<file path="src/drive_error_history_map.svh">
// Functional notes
// RL1: Keep last stop cause, ten history entries.
// RL2: Async error: stop state, status, cause.
// RL3: Flag failed or invalid parameter commands.
// RL4: LED flashes booting, lit ready, 2/3 codes.
// RL5: LED codes four, five and six flashes.
// RL6: Last stop cause reads zero without error.
// RL7: Log error; follow-on errors not recorded.
// RL8: History survives power loss.
// RL9: Write one clears; zero readback means done.
// RL10: Rewind write moves pointer to oldest.
// RL11: Sequential reads; pointer advances per entry.
// RL12: Empty slot reads error code zero.
// RL13: Oldest first; tenth slot holds newest.
// RL14: Code read latches entry, advances pointer.
// RL15: Severity codes zero to four as listed.
// RL16: Class four survives error reset.
// RL17: Code and severity are 16-bit words.
// RL18: Latched entry gives time and qualifier.
// RL19: Full history drops oldest, shifts, appends.
`ifndef DRIVE_ERROR_HISTORY_MAP_SVH
`define DRIVE_ERROR_HISTORY_MAP_SVH
`define HIST_DEPTH 10
`define ADDR_HISTORY_CLEAR 16'h3b08
`define ADDR_POINTER_REWIND 16'h3b0a
`define ADDR_ERROR_CODE 16'h3c02
`define ADDR_ERROR_SEVERITY 16'h3c04
`define ADDR_ERROR_TIME_HI 16'h3c06
`define ADDR_ERROR_TIME_LO 16'h3c07
`define ADDR_ERROR_QUAL 16'h3c08
`define ADDR_LAST_STOP 16'h3c10
`define ADDR_COMM_STATUS 16'h3c12
`define WORD_ZERO 16'h0000
`define WORD_ONE 16'h0001
`define CS_ASYNC_BIT 0
`define CS_SYNC_BIT 1
`define CS_QSTOP_BIT 2
`define CS_FAULT_BIT 3
`define CS_SEV_LSB 4
`define CS_SEV_MSB 6
`define CLK_KHZ 20000
`define FLASH_MS 200
`define PAUSE_MS 1000
`define FLASH_CYC_DEF (32'(`FLASH_MS * `CLK_KHZ))
`define PAUSE_CYC_DEF (32'(`PAUSE_MS * `CLK_KHZ))
`endif

</file>
<file path="src/drive_error_history_pkg.sv">
`default_nettype none
package drive_error_history_pkg;
	// Encoding follows the class numbers 0..4 [RL15]
	typedef enum logic [2:0] {
		SEV_WARN,
		SEV_QSTOP7,
		SEV_QSTOP89,
		SEV_FATAL_ACK,
		SEV_FATAL_LOCK
	} severity_t;
	typedef enum logic [2:0] {
		NET_BOOT,
		NET_READY,
		NET_NOLINK,
		NET_BADIP,
		NET_DUPIP,
		NET_WAITADDR,
		NET_DEFIP
	} net_state_t;
	typedef enum logic [1:0] {OP_RUN, OP_QSTOP, OP_FAULT} op_state_t;
	typedef enum logic [1:0] {PH_ON, PH_OFF, PH_PAUSE} led_phase_t;
	typedef struct packed {
		logic [15:0] code;
		severity_t severity;
		logic [31:0] errTime;
		logic [15:0] qual;
	} entry_t;
endpackage
`default_nettype wire

</file>
<file path="src/history_if.sv">
`default_nettype none
interface history_if;
	import drive_error_history_pkg::*;
	logic wrEn;
	entry_t wrEntry;
	logic clr;
	logic [3:0] rdIdx;
	entry_t rdEntry;
	logic [3:0] count;
	modport store(input wrEn, wrEntry, clr, rdIdx, output rdEntry, count);
	modport ctrl(output wrEn, wrEntry, clr, rdIdx, input rdEntry, count);
endinterface
`default_nettype wire

</file>
<file path="src/error_history_store.sv">
`default_nettype none
`include "drive_error_history_map.svh"
module error_history_store
	import drive_error_history_pkg::*;
(
	input wire logic core_clk,
	input wire logic memInitn,
	history_if.store hist
);
	typedef struct packed {
		logic [3:0] count;
	} store_t;
	store_t state_ff;
	store_t nxt_state;
	entry_t mem [`HIST_DEPTH];
	logic full;

	assign full = (state_ff.count == 4'(`HIST_DEPTH));

	// Fill level; clear wins, a full store stays at ten
	always_comb begin
		nxt_state = state_ff;
		if (hist.clr) begin
			nxt_state.count = 4'h0; // [RL9]
		end else if (hist.wrEn && !full) begin
			nxt_state.count = state_ff.count + 4'h1;
		end
	end

	// Of the two resets only the factory init clears the level, not the warm reset
	always_ff @(posedge core_clk or negedge memInitn) begin
		if (!memInitn)
			state_ff <= '0;
		else
			state_ff <= nxt_state;
	end

	// No reset on the array: contents outlive a warm reset [RL8]
	always_ff @(posedge core_clk) begin
		if (hist.wrEn && !hist.clr) begin
			if (full) begin
				for (int i = 0; i < `HIST_DEPTH - 1; i++) begin
					mem[i] <= mem[i + 1]; // [RL19]
				end
				mem[`HIST_DEPTH - 1] <= hist.wrEntry; // [RL13]
			end else begin
				mem[state_ff.count] <= hist.wrEntry; // [RL1] [RL13]
			end
		end
	end

	// Slots at or above the fill level read as all zero
	assign hist.rdEntry = (hist.rdIdx < state_ff.count) ?
		mem[hist.rdIdx] : '0; // [RL12]
	assign hist.count = state_ff.count;

	property p_count_max;
		@(posedge core_clk) disable iff (!memInitn)
		state_ff.count <= 4'(`HIST_DEPTH);
	endproperty
	a_count_max: assert property (p_count_max) // [RL1]
		else $error("history fill level above ten");

	property p_clear_empties;
		@(posedge core_clk) disable iff (!memInitn)
		hist.clr |=> (hist.count == 4'h0);
	endproperty
	a_clear_empties: assert property (p_clear_empties) // [RL9]
		else $error("history not empty after clear");
endmodule
`default_nettype wire

</file>
<file path="src/run_led_flasher.sv">
`default_nettype none
module run_led_flasher
	import drive_error_history_pkg::*;
#(
	parameter logic [31:0] FLASH_CYC = 32'h0000_0010,
	parameter logic [31:0] PAUSE_CYC = 32'h0000_0040
)(
	input wire logic core_clk,
	input wire logic resetn,
	input wire net_state_t netState,
	output logic runLed
);
	typedef struct packed {
		led_phase_t phase;
		logic [31:0] timer;
		logic [2:0] flashCnt;
		net_state_t seen;
		logic lit;
	} led_t;
	led_t state_ff;
	led_t nxt_state;
	logic [2:0] target;

	// Flashes per cycle; zero means flash without pause [RL4] [RL5]
	always_comb begin
		case (netState)
			NET_NOLINK: target = 3'h2;
			NET_BADIP: target = 3'h3;
			NET_DUPIP: target = 3'h4;
			NET_WAITADDR: target = 3'h5;
			NET_DEFIP: target = 3'h6;
			default: target = 3'h0;
		endcase
	end

	// Blink sequencer; a state change restarts from the pause
	always_comb begin
		nxt_state = state_ff;
		nxt_state.seen = netState;
		if (netState != state_ff.seen) begin
			nxt_state.phase = PH_PAUSE;
			nxt_state.timer = PAUSE_CYC - 32'h0000_0001;
			nxt_state.flashCnt = 3'h0;
		end else if (state_ff.timer != 32'h0000_0000) begin
			nxt_state.timer = state_ff.timer - 32'h0000_0001;
		end else begin
			case (state_ff.phase)
				PH_ON: begin
					nxt_state.phase = PH_OFF;
					nxt_state.timer = FLASH_CYC - 32'h0000_0001;
					nxt_state.flashCnt = state_ff.flashCnt + 3'h1;
				end
				PH_OFF: begin
					if (target != 3'h0 && state_ff.flashCnt >= target) begin
						nxt_state.phase = PH_PAUSE;
						nxt_state.timer = PAUSE_CYC - 32'h0000_0001;
					end else begin
						nxt_state.phase = PH_ON;
						nxt_state.timer = FLASH_CYC - 32'h0000_0001;
					end
				end
				PH_PAUSE: begin
					nxt_state.phase = PH_ON;
					nxt_state.timer = FLASH_CYC - 32'h0000_0001;
					nxt_state.flashCnt = 3'h0;
				end
				default: nxt_state.phase = PH_PAUSE;
			endcase
		end
		// Ready holds the LED steady regardless of phase [RL4]
		nxt_state.lit = (netState == NET_READY) ||
			(nxt_state.phase == PH_ON);
	end

	always_ff @(posedge core_clk or negedge resetn) begin
		if (!resetn)
			state_ff <= '0;
		else
			state_ff <= nxt_state;
	end

	assign runLed = state_ff.lit;

	property p_ready_lit;
		@(posedge core_clk) disable iff (!resetn)
		(netState == NET_READY) |=> runLed;
	endproperty
	a_ready_lit: assert property (p_ready_lit) // [RL4]
		else $error("RUN LED dark while ready");

	c_pause_reached: cover property (@(posedge core_clk)
		disable iff (!resetn)
		state_ff.phase == PH_OFF ##1 state_ff.phase == PH_PAUSE);
endmodule
`default_nettype wire

</file>
<file path="src/drive_error_history_log.sv">
`default_nettype none
`include "drive_error_history_map.svh"
module drive_error_history_log
	import drive_error_history_pkg::*;
#(
	parameter logic [31:0] FLASH_CYC = `FLASH_CYC_DEF,
	parameter logic [31:0] PAUSE_CYC = `PAUSE_CYC_DEF
)(
	input wire logic core_clk,
	input wire logic resetn,
	input wire logic memInitn,
	input wire logic parReq,
	input wire logic parWr,
	input wire logic [15:0] parAddr,
	input wire logic [15:0] parWdata,
	input wire logic cmdReject,
	output logic parAck,
	output logic parErr,
	output logic [15:0] parRdata,
	input wire logic errEvent,
	input wire logic [15:0] errCode,
	input wire severity_t errSeverity,
	input wire logic [15:0] errQual,
	input wire logic [31:0] opHours,
	input wire logic errReset,
	input wire net_state_t netState,
	output logic runLed,
	output op_state_t opState,
	output logic [15:0] lastStopCause,
	output logic [15:0] commStatusWord
);
	typedef struct packed {
		logic [15:0] lastStop;
		severity_t lastSev;
		logic errActive;
		op_state_t opState;
		logic [3:0] rdPtr;
		entry_t hold;
		logic clrPending;
		logic [15:0] commStatus;
		logic ack;
		logic err;
		logic [15:0] rdata;
	} ctl_t;
	ctl_t state_ff;
	ctl_t nxt_state;
	logic logEn;
	logic clrEn;
	logic wrOk;

	history_if hist();

	error_history_store uStore (
		.core_clk(core_clk),
		.memInitn(memInitn),
		.hist(hist)
	);

	run_led_flasher #(
		.FLASH_CYC(FLASH_CYC),
		.PAUSE_CYC(PAUSE_CYC)
	) uLed (
		.core_clk(core_clk),
		.resetn(resetn),
		.netState(netState),
		.runLed(runLed)
	);

	// Store side of the history; entry stamped with operating hours
	assign hist.wrEn = logEn;
	assign hist.wrEntry = '{code: errCode, severity: errSeverity,
		errTime: opHours, qual: errQual};
	assign hist.clr = clrEn;
	assign hist.rdIdx = state_ff.rdPtr;

	// Control and parameter channel, one request per cycle at most
	always_comb begin
		nxt_state = state_ff;
		nxt_state.ack = 1'b0;
		nxt_state.err = 1'b0;
		logEn = 1'b0;
		clrEn = 1'b0;
		wrOk = (parWdata == `WORD_ONE) || (parWdata == `WORD_ZERO);

		// Error reset clears the stop unless the class is locked
		if (errReset && state_ff.errActive &&
			state_ff.lastSev != SEV_FATAL_LOCK) begin // [RL16]
			nxt_state.errActive = 1'b0;
			nxt_state.lastStop = `WORD_ZERO; // [RL6]
			nxt_state.opState = OP_RUN;
			nxt_state.commStatus[`CS_ASYNC_BIT] = 1'b0;
			nxt_state.commStatus[`CS_SYNC_BIT] = 1'b0;
			nxt_state.commStatus[`CS_QSTOP_BIT] = 1'b0;
			nxt_state.commStatus[`CS_FAULT_BIT] = 1'b0;
		end

		// Only the first error of a stop is logged; an event in the reset cycle of an active stop is dropped
		if (errEvent && !state_ff.errActive) begin
			logEn = 1'b1; // [RL7]
			if (errSeverity != SEV_WARN) begin
				nxt_state.errActive = 1'b1;
				nxt_state.lastStop = errCode; // [RL2]
				nxt_state.lastSev = errSeverity;
				nxt_state.commStatus[`CS_ASYNC_BIT] = 1'b1;
				nxt_state.commStatus[`CS_SEV_MSB:`CS_SEV_LSB] = errSeverity;
				if (errSeverity == SEV_FATAL_ACK ||
					errSeverity == SEV_FATAL_LOCK) begin
					nxt_state.opState = OP_FAULT; // [RL2]
					nxt_state.commStatus[`CS_FAULT_BIT] = 1'b1;
				end else begin
					nxt_state.opState = OP_QSTOP; // [RL2]
					nxt_state.commStatus[`CS_QSTOP_BIT] = 1'b1;
				end
			end
		end

		// Clear runs a cycle after the write; a logged error delays it
		if (state_ff.clrPending && !logEn) begin
			clrEn = 1'b1; // [RL9]
			nxt_state.clrPending = 1'b0;
			nxt_state.rdPtr = 4'h0;
		end

		if (parReq) begin
			nxt_state.ack = 1'b1;
			nxt_state.rdata = `WORD_ZERO;
			if (cmdReject) begin
				nxt_state.err = 1'b1; // [RL3]
			end else if (parWr) begin
				case (parAddr)
					`ADDR_HISTORY_CLEAR: begin
						if (!wrOk)
							nxt_state.err = 1'b1; // [RL3]
						else if (parWdata == `WORD_ONE)
							nxt_state.clrPending = 1'b1; // [RL9]
					end
					`ADDR_POINTER_REWIND: begin
						if (!wrOk)
							nxt_state.err = 1'b1; // [RL3]
						else if (parWdata == `WORD_ONE)
							nxt_state.rdPtr = 4'h0; // [RL10]
					end
					// Read-only or unknown parameter
					default: nxt_state.err = 1'b1; // [RL3]
				endcase
			end else begin
				case (parAddr)
					`ADDR_HISTORY_CLEAR:
						nxt_state.rdata = 16'(state_ff.clrPending); // [RL9]
					`ADDR_POINTER_REWIND:
						nxt_state.rdata = `WORD_ZERO;
					`ADDR_ERROR_CODE: begin
						// Latch the whole entry, then step on [RL14]
						nxt_state.hold = hist.rdEntry;
						nxt_state.rdata = hist.rdEntry.code; // [RL12] [RL17]
						if (state_ff.rdPtr < hist.count)
							nxt_state.rdPtr = state_ff.rdPtr + 4'h1; // [RL11]
					end
					`ADDR_ERROR_SEVERITY:
						nxt_state.rdata = 16'(state_ff.hold.severity); // [RL17]
					`ADDR_ERROR_TIME_HI:
						nxt_state.rdata = state_ff.hold.errTime[31:16]; // [RL18]
					`ADDR_ERROR_TIME_LO:
						nxt_state.rdata = state_ff.hold.errTime[15:0]; // [RL18]
					`ADDR_ERROR_QUAL:
						nxt_state.rdata = state_ff.hold.qual; // [RL18]
					`ADDR_LAST_STOP:
						nxt_state.rdata = state_ff.lastStop; // [RL6]
					`ADDR_COMM_STATUS:
						nxt_state.rdata = state_ff.commStatus;
					default: nxt_state.err = 1'b1; // [RL3]
				endcase
			end
			// Refused commands set the sync bit of the status word; an error reset that releases a stop clears it
			if (nxt_state.err)
				nxt_state.commStatus[`CS_SYNC_BIT] = 1'b1; // [RL3]
		end
	end

	always_ff @(posedge core_clk or negedge resetn) begin
		if (!resetn)
			state_ff <= '0;
		else
			state_ff <= nxt_state;
	end

	// Answers and status come straight from the state flops
	assign parAck = state_ff.ack;
	assign parErr = state_ff.err;
	assign parRdata = state_ff.rdata;
	assign opState = state_ff.opState;
	assign lastStopCause = state_ff.lastStop;
	assign commStatusWord = state_ff.commStatus;

	property p_reject_flagged;
		@(posedge core_clk) disable iff (!resetn)
		parReq && cmdReject |=> parAck && parErr;
	endproperty
	a_reject_flagged: assert property (p_reject_flagged) // [RL3]
		else $error("rejected command not flagged");

	property p_stop_zero;
		@(posedge core_clk) disable iff (!resetn)
		!state_ff.errActive |-> lastStopCause == `WORD_ZERO;
	endproperty
	a_stop_zero: assert property (p_stop_zero) // [RL6]
		else $error("stop cause nonzero without error");

	property p_async_capture;
		@(posedge core_clk) disable iff (!resetn)
		errEvent && !state_ff.errActive && errSeverity != SEV_WARN
		|=> lastStopCause == $past(errCode) && opState != OP_RUN;
	endproperty
	a_async_capture: assert property (p_async_capture) // [RL2]
		else $error("error not captured as stop cause");

	property p_followon_ignored;
		@(posedge core_clk) disable iff (!resetn)
		state_ff.errActive && !errReset
		|=> $stable(lastStopCause) && !$past(logEn);
	endproperty
	a_followon_ignored: assert property (p_followon_ignored) // [RL7]
		else $error("follow-on error overwrote the cause");

	property p_lock_kept;
		@(posedge core_clk) disable iff (!resetn)
		state_ff.errActive && state_ff.lastSev == SEV_FATAL_LOCK
		|=> state_ff.errActive [*3];
	endproperty
	a_lock_kept: assert property (p_lock_kept) // [RL16]
		else $error("class four error cleared by reset");

	property p_clear_done;
		@(posedge core_clk) disable iff (!resetn)
		parReq && parWr && !cmdReject && parAddr == `ADDR_HISTORY_CLEAR
		&& parWdata == `WORD_ONE |=> state_ff.clrPending ##[1:4]
		(!state_ff.clrPending && hist.count == 4'h0);
	endproperty
	a_clear_done: assert property (p_clear_done) // [RL9]
		else $error("history clear did not finish");

	property p_rewind;
		@(posedge core_clk) disable iff (!resetn)
		parReq && parWr && !cmdReject && parAddr == `ADDR_POINTER_REWIND
		&& parWdata == `WORD_ONE |=> state_ff.rdPtr == 4'h0;
	endproperty
	a_rewind: assert property (p_rewind) // [RL10]
		else $error("rewind did not reach oldest entry");

	property p_code_advance;
		@(posedge core_clk) disable iff (!resetn)
		parReq && !parWr && !cmdReject && parAddr == `ADDR_ERROR_CODE
		&& !state_ff.clrPending && state_ff.rdPtr < hist.count
		|=> state_ff.rdPtr == $past(state_ff.rdPtr) + 4'h1
		&& parRdata == state_ff.hold.code;
	endproperty
	a_code_advance: assert property (p_code_advance) // [RL14]
		else $error("code read did not latch and advance");

	property p_empty_zero;
		@(posedge core_clk) disable iff (!resetn)
		parReq && !parWr && !cmdReject && parAddr == `ADDR_ERROR_CODE
		&& state_ff.rdPtr >= hist.count |=> parRdata == `WORD_ZERO;
	endproperty
	a_empty_zero: assert property (p_empty_zero) // [RL12]
		else $error("empty slot returned nonzero code");

	property p_reply_given;
		@(posedge core_clk) disable iff (!resetn)
		parReq |=> parAck;
	endproperty
	a_reply_given: assert property (p_reply_given) // [RL3]
		else $error("parameter request not answered");

	property p_ro_write_refused;
		@(posedge core_clk) disable iff (!resetn)
		parReq && parWr && parAddr != `ADDR_HISTORY_CLEAR
		&& parAddr != `ADDR_POINTER_REWIND
		|=> parErr && parRdata == `WORD_ZERO;
	endproperty
	a_ro_write_refused: assert property (p_ro_write_refused) // [RL3]
		else $error("write to read-only parameter accepted");

	// Sync flag must already show when the refusal is answered
	property p_sync_flag;
		@(posedge core_clk) disable iff (!resetn)
		parAck && parErr |-> commStatusWord[`CS_SYNC_BIT];
	endproperty
	a_sync_flag: assert property (p_sync_flag) // [RL3]
		else $error("refusal not shown in status word");

	property p_warn_no_stop;
		@(posedge core_clk) disable iff (!resetn)
		errEvent && !state_ff.errActive && errSeverity == SEV_WARN
		|=> $stable(lastStopCause) && $stable(opState);
	endproperty
	a_warn_no_stop: assert property (p_warn_no_stop) // [RL15]
		else $error("warning class changed the stop state");

	property p_fault_class;
		@(posedge core_clk) disable iff (!resetn)
		errEvent && !state_ff.errActive
		&& (errSeverity == SEV_FATAL_ACK || errSeverity == SEV_FATAL_LOCK)
		|=> opState == OP_FAULT && commStatusWord[`CS_FAULT_BIT];
	endproperty
	a_fault_class: assert property (p_fault_class) // [RL2]
		else $error("fatal class did not enter fault");

	property p_qstop_class;
		@(posedge core_clk) disable iff (!resetn)
		errEvent && !state_ff.errActive
		&& (errSeverity == SEV_QSTOP7 || errSeverity == SEV_QSTOP89)
		|=> opState == OP_QSTOP && commStatusWord[`CS_QSTOP_BIT];
	endproperty
	a_qstop_class: assert property (p_qstop_class) // [RL2]
		else $error("stop class did not enter quick stop");

	property p_ack_releases;
		@(posedge core_clk) disable iff (!resetn)
		errReset && state_ff.errActive
		&& state_ff.lastSev != SEV_FATAL_LOCK
		|=> opState == OP_RUN && lastStopCause == `WORD_ZERO;
	endproperty
	a_ack_releases: assert property (p_ack_releases) // [RL16]
		else $error("error reset did not release the stop");

	property p_clear_idle_zero;
		@(posedge core_clk) disable iff (!resetn)
		parReq && !parWr && !cmdReject && parAddr == `ADDR_HISTORY_CLEAR
		&& !state_ff.clrPending |=> parRdata == `WORD_ZERO;
	endproperty
	a_clear_idle_zero: assert property (p_clear_idle_zero) // [RL9]
		else $error("clear reported busy while idle");

	property p_time_from_hold;
		@(posedge core_clk) disable iff (!resetn)
		parReq && !parWr && !cmdReject && parAddr == `ADDR_ERROR_TIME_LO
		|=> parRdata == $past(state_ff.hold.errTime[15:0]);
	endproperty
	a_time_from_hold: assert property (p_time_from_hold) // [RL18]
		else $error("time word not taken from holding buffer");

	c_full_history: cover property (@(posedge core_clk)
		disable iff (!resetn) logEn && hist.count == 4'(`HIST_DEPTH));
	c_fault_stop: cover property (@(posedge core_clk)
		disable iff (!resetn) opState == OP_FAULT);
	c_clear_seen: cover property (@(posedge core_clk)
		disable iff (!resetn) clrEn);
endmodule
`default_nettype wire

</file>
<file path="config.mk">
export PLATFORM = sky130hd
export DESIGN_NAME = drive_error_history_log
export DESIGN_NICKNAME = d
export VERILOG_FILES = /design/src/drive_error_history_pkg.sv /design/src/history_if.sv /design/src/error_history_store.sv /design/src/run_led_flasher.sv /design/src/drive_error_history_log.sv
export VERILOG_INCLUDE_DIRS = /design/src
export SDC_FILE = /design/constraint.sdc
export NUM_CORES = 1
export LEC_CHECK = 0
export BUFFER_PORTS_ARGS = -buffer_cell sky130_fd_sc_hd__buf_2
export CORE_MARGIN = 2
export CORE_UTILIZATION = 40
export DETAILED_ROUTE_END_ITERATION = 6
export PLACE_DENSITY = 0.66
export SETUP_SLACK_MARGIN = 0.3
export SKIP_CTS_REPAIR_TIMING = 1
export SLEW_MARGIN = 20
export SYNTH_ARGS = -nofsm -noshare
export SYNTH_HDL_FRONTEND = slang
export SYNTH_SLANG_ARGS = --single-unit
</file>
<file path="constraint.sdc">
create_clock -name core_clk -period 18.4 [get_ports core_clk]
set_input_delay 3.68 -clock core_clk [delete_from_list [all_inputs] [get_ports core_clk]]
set_output_delay 3.68 -clock core_clk [all_outputs]
set_load 0.005 [all_outputs]
</file>
# After elaboration in Yosys (flattened, before gate mapping)

Memory sizes are Yosys's and may differ from the RTL's.
Index checks and enable logic that the tools add are counted.

RAM bits: 670
Memories: 1
Input bits: 110
Logic and storage cells: 145
Register bits: 161
Output and inout port bits: 53

Equal/unequal tests: 24
Muxes and demuxes: 62
Magnitude comparators: 2
Reduce and logical (&&, ||, !) cells: 30
Bitwise gates (word level): 2
Add/sub/neg operators: 4

Memory list:

| memory     | words | bits a word | read ports | clocked after memory_dff | write ports | RTL line                  | source |
|---|---|---|---|---|---|---|---|
| uStore.mem | 10    | 67          | 10         | 0                        | 10          | error_history_store.sv:15 | `` entry_t mem [`HIST_DEPTH]; `` |

Operators by type and width:

| cell                  | number |
|---|---|
| $mux 67               | 3 |
| $eq 16x14->1 const B  | 9 |
| $mux 72               | 2 |
| $pmux 16 s8           | 1 |
| $mux 71               | 1 |
| $reduce_or 67->1      | 1 |
| $pmux 32 s2           | 1 |
| $mux 16               | 3 |
| $mux 22               | 2 |
| $mux 4                | 10 |
| $mux 37               | 1 |
| $mux 34               | 1 |
| $mux 32               | 1 |
| $reduce_bool 32->1    | 1 |
| $sub 32x1->32 const B | 1 |
| $mux 1                | 26 |
| $mux 18               | 1 |
| $eq 16x1->1 const B   | 1 |
| $logic_not 16->1      | 1 |
| $pmux 3 s5            | 1 |
| $eq 3x3->1 const B    | 4 |
| $eq 3x2->1 const B    | 3 |
| $reduce_bool 3->1     | 3 |
| $reduce_or 9->1       | 1 |
| other kinds (25)      | 45 |

# Longest topological paths before layout

Gate-level depths: netlist of run 1.

Word-level depth: 12
Mapped depth: 10
Mapped depth without buffers: 9

# Hierarchy

A second synthesis of run 1 with hierarchy kept.

Cell total of the unflattened synthesis: 3090
Area, all modules: 55499.5 um^2

Modules (own cells, without submodules):

| module                  | times used | area an instance (um^2) | cells each | sequential area each (um^2) |
|---|---|---|---|---|
| error_history_store     | 1          | 47900.9                 | 2370       | 32291.0 |
| drive_error_history_log | 1          | 5290.1                  | 473        | 2502.4 |
| run_led_flasher         | 1          | 2308.5                  | 247        | 1026.0 |

# Worst setup path before layout of run 1

No wires, ideal clock.

Path kind: input port to flip-flop
Start point: input port errEvent
End point: memory uStore.mem[11][0] in the netlist's numbering, enable pin
Setup slack: 7.099 ns
Data required time: 17.742 ns
Stages on the path: 4
Setup time: 0.658 ns
Data arrival time: 10.643 ns
Buffers on the path: 1
Cells stage by stage: nor2b_2 > clkbuf_1 > nand3_1 > nor4_1

RTL lines:

| element     | RTL line                      | source |
|---|---|---|
| from (decl) | drive_error_history_log.sv:20 | `input wire logic errEvent,` |
| to (decl)   | error_history_store.sv:15     |  |

==> results.sh, run 1 <==
export IMPL_outcome="finished, violations left"
export IMPL_violations="DRC"
export IMPL_wl_um=142800
export IMPL_reg2reg_slack_ns=14.20
export IMPL_p_leak_nw=20.24
export IMPL_fill_cells=11760
export IMPL_overflow=0
export IMPL_peakVddDrop_mv=0.1053
export IMPL_io_buffers=153
export IMPL_cp_end_kind="register"
export IMPL_hold_depth=2
export IMPL_area_growth_pct=11.76
export IMPL_syn_area_um2=55170
export IMPL_fmax_mhz=151.2
export IMPL_clk_pin_slew_ns=0.06
export IMPL_cp_required_ns=18.77
export IMPL_synth_enable_flop_cells=1072
export IMPL_p_sw_w=0.001510
export IMPL_finalHoldViolations=0
export IMPL_dp_hpwl_um=85570
export IMPL_layout_cells_non_filler=5060
export IMPL_vias=30070
export IMPL_p_sw_share_pct=23.87
export IMPL_finalClockSkew_ns=0.02669
export IMPL_ys_seq_area_share_pct=64.93
export IMPL_drive_above_1_share_pct=42.12
export IMPL_grt_pass1_vias=30220
export IMPL_antenna_found_initial=21
export IMPL_cap_violations=0
export IMPL_core_area_um2=137200
export IMPL_layout_area_seq_um2=35830
export IMPL_p_comb_share_pct=8.8
export IMPL_clock_latency_ns=0.76
export IMPL_path_class="in2reg"
export IMPL_drc=10
export IMPL_rows=136
export IMPL_grt_pass1_wl_um=209600
export IMPL_worstSetupStartpointType="input pin"
export IMPL_gp_congestion=0.8353
export IMPL_power_density_nw_per_um2=102.6
export IMPL_maxSlewViolCount=0
export IMPL_power_frac_clock_pct=39.6
export IMPL_ys_warnings_count=0
export IMPL_grt_max_degree=108
export IMPL_rsz0062_at_grt="no"
export IMPL_htreeDepth=4
export IMPL_start_util_pct=40.22
export IMPL_hold_path_startpoint="state_ff[35]$_DFFE_PN0P_"
export IMPL_cp_max_fo=38
export IMPL_relSlewSlack_pct=26.06
export IMPL_placed_cells=4824
export IMPL_worst_pin_slew_ns=1.109
export IMPL_cts_sinks=1217
export IMPL_dr_pass1_iters=7
export IMPL_wl_per_cell_um=28.22
export IMPL_period_share_pct=35.94
export IMPL_r2r_end="state_ff[67]$_DFFE_PN0P_"
export IMPL_setup_violations=0
export IMPL_avgSynthCellArea_um2=18.01
export IMPL_synthCells=3063
export IMPL_hold_path_class="reg2reg"
export IMPL_grtUsageTotal_pct=20.16
export IMPL_clock_path_buffers=3
export IMPL_die_w_um=375.4
export IMPL_ant_nets=0
export IMPL_cts_root_buffer="clkbuf_16"
export IMPL_multi_input_area_um2=18120
export IMPL_synthDistinctLibCells=76
export IMPL_min_delay_worst_endpoint="state_ff[35]$_DFFE_PN0P_"
export IMPL_viasPerCell=5.943
export IMPL_cts_buffers=130
export IMPL_internal_power_w=0.004816
export IMPL_drt_iter0_markers=3423
export IMPL_die_h_um=375.4
export IMPL_rr_startpoint="hist.rdIdx[0]$_DFF_PN0_"
export IMPL_fin_nets=3284
export IMPL_die_area_um2=140900
export IMPL_p_seq_share_pct=51.5
export IMPL_tns_ns=0
export IMPL_synth_ff_type="edfxtp_1"
export IMPL_async_flop_share_pct=11.91
export IMPL_r2r_cells=6
export IMPL_cts_tree="built"
export IMPL_arrival_ns=6.99
export IMPL_io_pins=163
export IMPL_period_needed_ns=6.612
export IMPL_ys_ff_latch=1217
[worst max path at each step]
stage | from | to | slack (ns) | depth (start not counted)
2_1_floorplan | errEvent | uStore.mem[11][0]$_DFFE_PP_ | 7.10 | 4
3_3_place_gp | errEvent | uStore.mem[4][41]$_DFFE_PP_ | 11.18 | 6
3_5_place_dp | errEvent | uStore.mem[8][63]$_DFFE_PP_ | 11.12 | 6
4_1_cts | errEvent | uStore.mem[8][51]$_DFFE_PP_ | 11.94 | 6
5_1_grt | errEvent | uStore.mem[8][51]$_DFFE_PP_ | 11.73 | 6
6_report | errEvent | uStore.mem[8][51]$_DFFE_PP_ | 11.79 | 6
[final cells by class]
cell class	instances	share of cell area [%]
Tap cell	1794	3.641
Antenna cell	4	0.01624
Sequential cell	1217	58.12
Clock buffer	170	5.772
Multi-Input combinational cell	1549	29.39
Timing Repair Buffer	213	1.987
Inverter	52	0.3166
Clock inverter	61	0.7570
[synth_stat cells (6+ instances only)]
cell	instances	area share, %
a222oi_1	13	0.24
nand2_1	126	0.86
buf_4	58	0.79
o211ai_1	9	0.12
a211oi_1	11	0.15
nor3_1	25	0.23
buf_2	74	0.67
and3_1	6	0.068
ha_1	11	0.25
a22oi_1	12	0.16
nand3_1	21	0.19
nand4_1	6	0.068
nor2_1	51	0.35
inv_1	51	0.35
nor4_1	12	0.14
dfrtp_1	145	6.6
mux2i_1	22	0.40
mux2_2	614	13
nand2b_1	6	0.068
a22o_1	31	0.49
buf_1	67	0.46
clkbuf_1	53	0.36
or3_1	12	0.14
xnor2_1	13	0.21
edfxtp_1	1072	58
o21ai_0	71	0.64
xor2_1	14	0.22
nor2b_1	12	0.14
a21oi_1	39	0.35
mux4_2	319	13
[placed cells by master (no fill, tap or decap), types with 12 or more instances in the layout]
cell       netlist  routed
xnor2_1         13      13
buf_2           74     156
clkbuf_1        53      29
clkinv_1         0      24
a22oi_1         12      12
nor2b_1         12      12
a21oi_1         39      39
a222oi_1        13      13
nand2_4          0      14
inv_1           51      51
nand3_1         21      20
dfrtp_1        145     141
mux4_2         319     319
a22o_1          31      31
nor2_1          51      49
mux2i_1         22      22
clkbuf_16        0     134
xor2_1          14      14
o21ai_0         71      71
or3_1           12      12
buf_4           58      54
clkinv_2         0      14
mux2_2         614     614
nor3_1          25      22
edfxtp_1      1072    1072
nand2_1        126     112
[metal layers]
layer / global-route usage, % / wire [um] / vias up
li1: - / - / 12570
met4: 4.880 / 2515 / 10
met2: 31.05 / 66150 / 1192
met1: 29.56 / 63240 / 16110
met3: 3.847 / 10820 / 187
met5: 0 / 62 / -
[critical path: stages]
cell	delay, ns
buf_2	0.09
nor2b_2	0.57
nand2_1	0.28
or4b_4	0.89
nand2_4	0.61
buf_4	0.73
[registers in the layout, summed over array words and instances (netlist names), 2 cells and up]
register,flops
commStatusWord,7
hist.rdIdx,4
lastStopCause,16
opState,2
parRdata,16
state_ff,53
uLed.state_ff,40
uStore.hist.count,4
uStore.mem,1072
[cells by family (layout without fill, tap and decap cells)]
group                      Yosys count  in the layout  share of synthesized area, %
muxes                              955            955                         25.96
AOI/OAI and AO/OA                  227            227                         2.774
buffers and inverters              305            496                         2.640
and+or+nand+nor                    320            320                         3.014
other                                1             13                      0.006798
DFF                               1217           1217                         64.93
adders and majority gates           11             11                        0.2495
xor gates and xnor gates            27             27                        0.4287
[stage by stage]
| step | instance area, um^2 | setup slack, ns | utilization, % | hold WS, ns | total power, W |
|---|---|---|---|---|---|
| floorplan | 55200 | 7.099 | - | 0.4418 | 0.003662 |
| global placement | 57580 | 11.18 | 41.98 | 0.4653 | 0.003861 |
| detailed placement | 57600 | 11.12 | 42.00 | 0.4686 | 0.003873 |
| CTS | 61630 | 11.94 | 44.93 | 0.4814 | 0.006379 |
| global route | 61640 | 11.73 | 44.94 | 0.5110 | 0.006519 |
| finish | 61650 | 11.79 | 44.95 | 0.4747 | 0.006326 |
[power by group through the flow]
stage / logic (W) / registers [W] / clock network, W
floorplan: 0.000388 / 0.00327 / 0
global placement: 0.000548 / 0.00331 / 0
detailed placement: 0.000557 / 0.00332 / 0
CTS: 0.000559 / 0.00326 / 0.00256
global route: 0.000596 / 0.00327 / 0.00265
finish: 0.000557 / 0.00326 / 0.00251
Note: power is estimated with default switching activity, not from simulation.
==> run 2: changes to the inputs <==
==> constraint.sdc (replaced) <==
create_clock -name core_clk -period 6.6 [get_ports core_clk]
set_input_delay 1.32 -clock core_clk [delete_from_list [all_inputs] [get_ports core_clk]]
set_output_delay 1.32 -clock core_clk [all_outputs]
set_load 0.005 [all_outputs]
==> run 2 against run 1 <==
Compared with the run above: the flow still finishes with violations (DRC); non-clock buffer count up 1; sequential cell count unchanged; worst hold slack worse by 0.11 ns; final area up 0.42%; worst setup slack worse by 9.1 ns; critical path type is now reg2reg; largest cell class unchanged.
==> results.sh, run 2 (synthesis gave the netlist of run 1 again) <==
export IMPL_period_needed_ns=3.928
export IMPL_cts_root_buffer="clkbuf_16"
export IMPL_vias=29680
export IMPL_ant_nets=0
export IMPL_core_area_um2=137200
export IMPL_rsz0062_at_grt="no"
export IMPL_cp_end_kind="register"
export IMPL_drc=9
export IMPL_maxSlewViolCount=0
export IMPL_htreeDepth=3
export IMPL_io_pins=163
export IMPL_crit_buf_inv=2
export IMPL_cp_max_fo=40
export IMPL_clk_pin_slew_ns=0.06
export IMPL_holdWs_ns=0.3688
export IMPL_grtUsageTotal_pct=19.82
export IMPL_die_w_um=375.4
export IMPL_finalClockSkew_ns=0.03130
export IMPL_layout_cells_non_filler=5058
export IMPL_regMostFlops="uStore.mem"
export IMPL_gp_congestion=0.8338
export IMPL_rows=136
export IMPL_cpPeakStageDelay_ns=0.78
export IMPL_worst_pin_slew_ns=1.116
export IMPL_p_leak_nw=20.37
export IMPL_overflow=0
export IMPL_finalHoldViolations=0
export IMPL_final_cell_mix="edfxtp_1 (1072), mux2_2 (614), mux4_2 (319)"
export IMPL_largest_register_ffs=1072
export IMPL_peakVddDrop_mv=0.2148
export IMPL_power_density_nw_per_um2=287.9
export IMPL_drive_above_1_share_pct=42.71
export IMPL_path_cells="inv_1 -> ha_1 -> nand2_1 -> or3_1 -> nand2b_4 -> buf_4"
export IMPL_reg2reg_slack_ns=2.67
export IMPL_setup_violations=0
export IMPL_cap_violations=0
export IMPL_dr_pass1_iters=7
export IMPL_grt_pass1_vias=29840
export IMPL_outcome="finished, violations left"
export IMPL_placed_cells=4826
export IMPL_period_share_pct=59.52
export IMPL_grt_max_degree=104
export IMPL_cts_buffers=120
export IMPL_relSlewSlack_pct=25.59
export IMPL_cts_sinks=1217
export IMPL_grt_pass1_wl_um=207400
export IMPL_drt_iter0_markers=3367
export IMPL_fmax_mhz=254.6
export IMPL_hold_path_class="in2async"
export IMPL_final_core_utilization_pct=45.14
export IMPL_worstSetupStartpointType="register"
export IMPL_fin_nets=3275
export IMPL_dp_hpwl_um=83860
export IMPL_final_common_cell="edfxtp_1"
export IMPL_cts_tree="built"
export IMPL_cpMaxStageDelayCell="or3_1"
export IMPL_clock_path_buffers=3
export IMPL_clock_latency_ns=0.75
export IMPL_violations="DRC"
export IMPL_path_class="reg2reg"
export IMPL_die_area_um2=140900
export IMPL_cp_top_family="simple AND/OR/NAND/NOR gates"
export IMPL_wl_per_cell_um=27.70
export IMPL_wl_um=140100
export IMPL_top_regs="uStore.mem x1072, state_ff x53, uLed.state_ff x40"
export IMPL_io_buffers=153
export IMPL_antenna_found_initial=24
export IMPL_area_growth_pct=12.23
export IMPL_cp_required_ns=6.96
export IMPL_die_h_um=375.4
export IMPL_arrival_ns=4.28
export IMPL_viasPerCell=5.867
export IMPL_start_util_pct=40.22
[run 2: cell count changes in the layout (fill, tap and decap cells not counted), moves of 4 or more]
| cell | change |
|---|---|
| clkinv_8 | -4 |
| clkbuf_1 | -14 |
| clkinv_1 | -8 |
| buf_12 | +7 |
| clkbuf_16 | -7 |
| clkinv_2 | +12 |
| bufinv_16 | +11 |
[run 2: layout make-up]
| type | count | area, um^2 |
|---|---|---|
| diodes | 7 | 17.52 |
| fillers | 11700 | 75240 |
| flip-flops and latches | 1217 | 35830 |
| inverters | 52 | 195.2 |
| clock inverters | 75 | 797.0 |
| clock buffers | 150 | 3338 |
| well taps | 1794 | 2245 |
| multi-input cells | 1549 | 18160 |
| repair buffers | 214 | 1328 |
[run 2: report_power, final]
part / switching (W) / internal, W
registers: 0.000247 / 0.00884
clock network: 0.00303 / 0.00414
logic: 0.000911 / 0.000660
total: 0.00419 / 0.0136
[run 2: layer usage]
layer	share of wire (%)	vias to the layer above	GRT usage (%)
li1	-	12560	-
met1	43	15720	28.41
met2	47	1174	31.36
met3	7.8	200	3.847
met4	1.9	22	4.562
met5	0.090	-	0
[run 2: through the flow]
stage          setup TNS (ns)  setup WS (ns)  cell area [um^2]  total power [W]
2_1_floorplan         -313.63         -2.341             55210          0.01021
3_3_place_gp                0          1.854             57710          0.01077
3_5_place_dp                0          1.798             57730          0.01081
4_1_cts                     0          2.557             61870          0.01796
5_1_grt                     0          2.521             61900          0.01838
6_report                    0          2.672             61910          0.01783
[run 2: final timing paths]
path / startpoint / endpoint / depth (start not counted)
hold reg to reg: state_ff[37]$_DFFE_PN0P_ / state_ff[37]$_DFFE_PN0P_ / 2
min in group core_clk: state_ff[37]$_DFFE_PN0P_ / state_ff[37]$_DFFE_PN0P_ / 2
setup reg to reg: uStore.hist.count[0]$_DFFE_PN0P_ / uStore.mem[5][27]$_DFFE_PP_ / 6
hold / removal: memInitn / uStore.hist.count[2]$_DFFE_PN0P_ / 1
max in group asynchronous: resetn / hist.rdIdx[0]$_DFF_PN0_ / 2
setup / recovery: uStore.hist.count[0]$_DFFE_PN0P_ / uStore.mem[5][27]$_DFFE_PP_ / 6
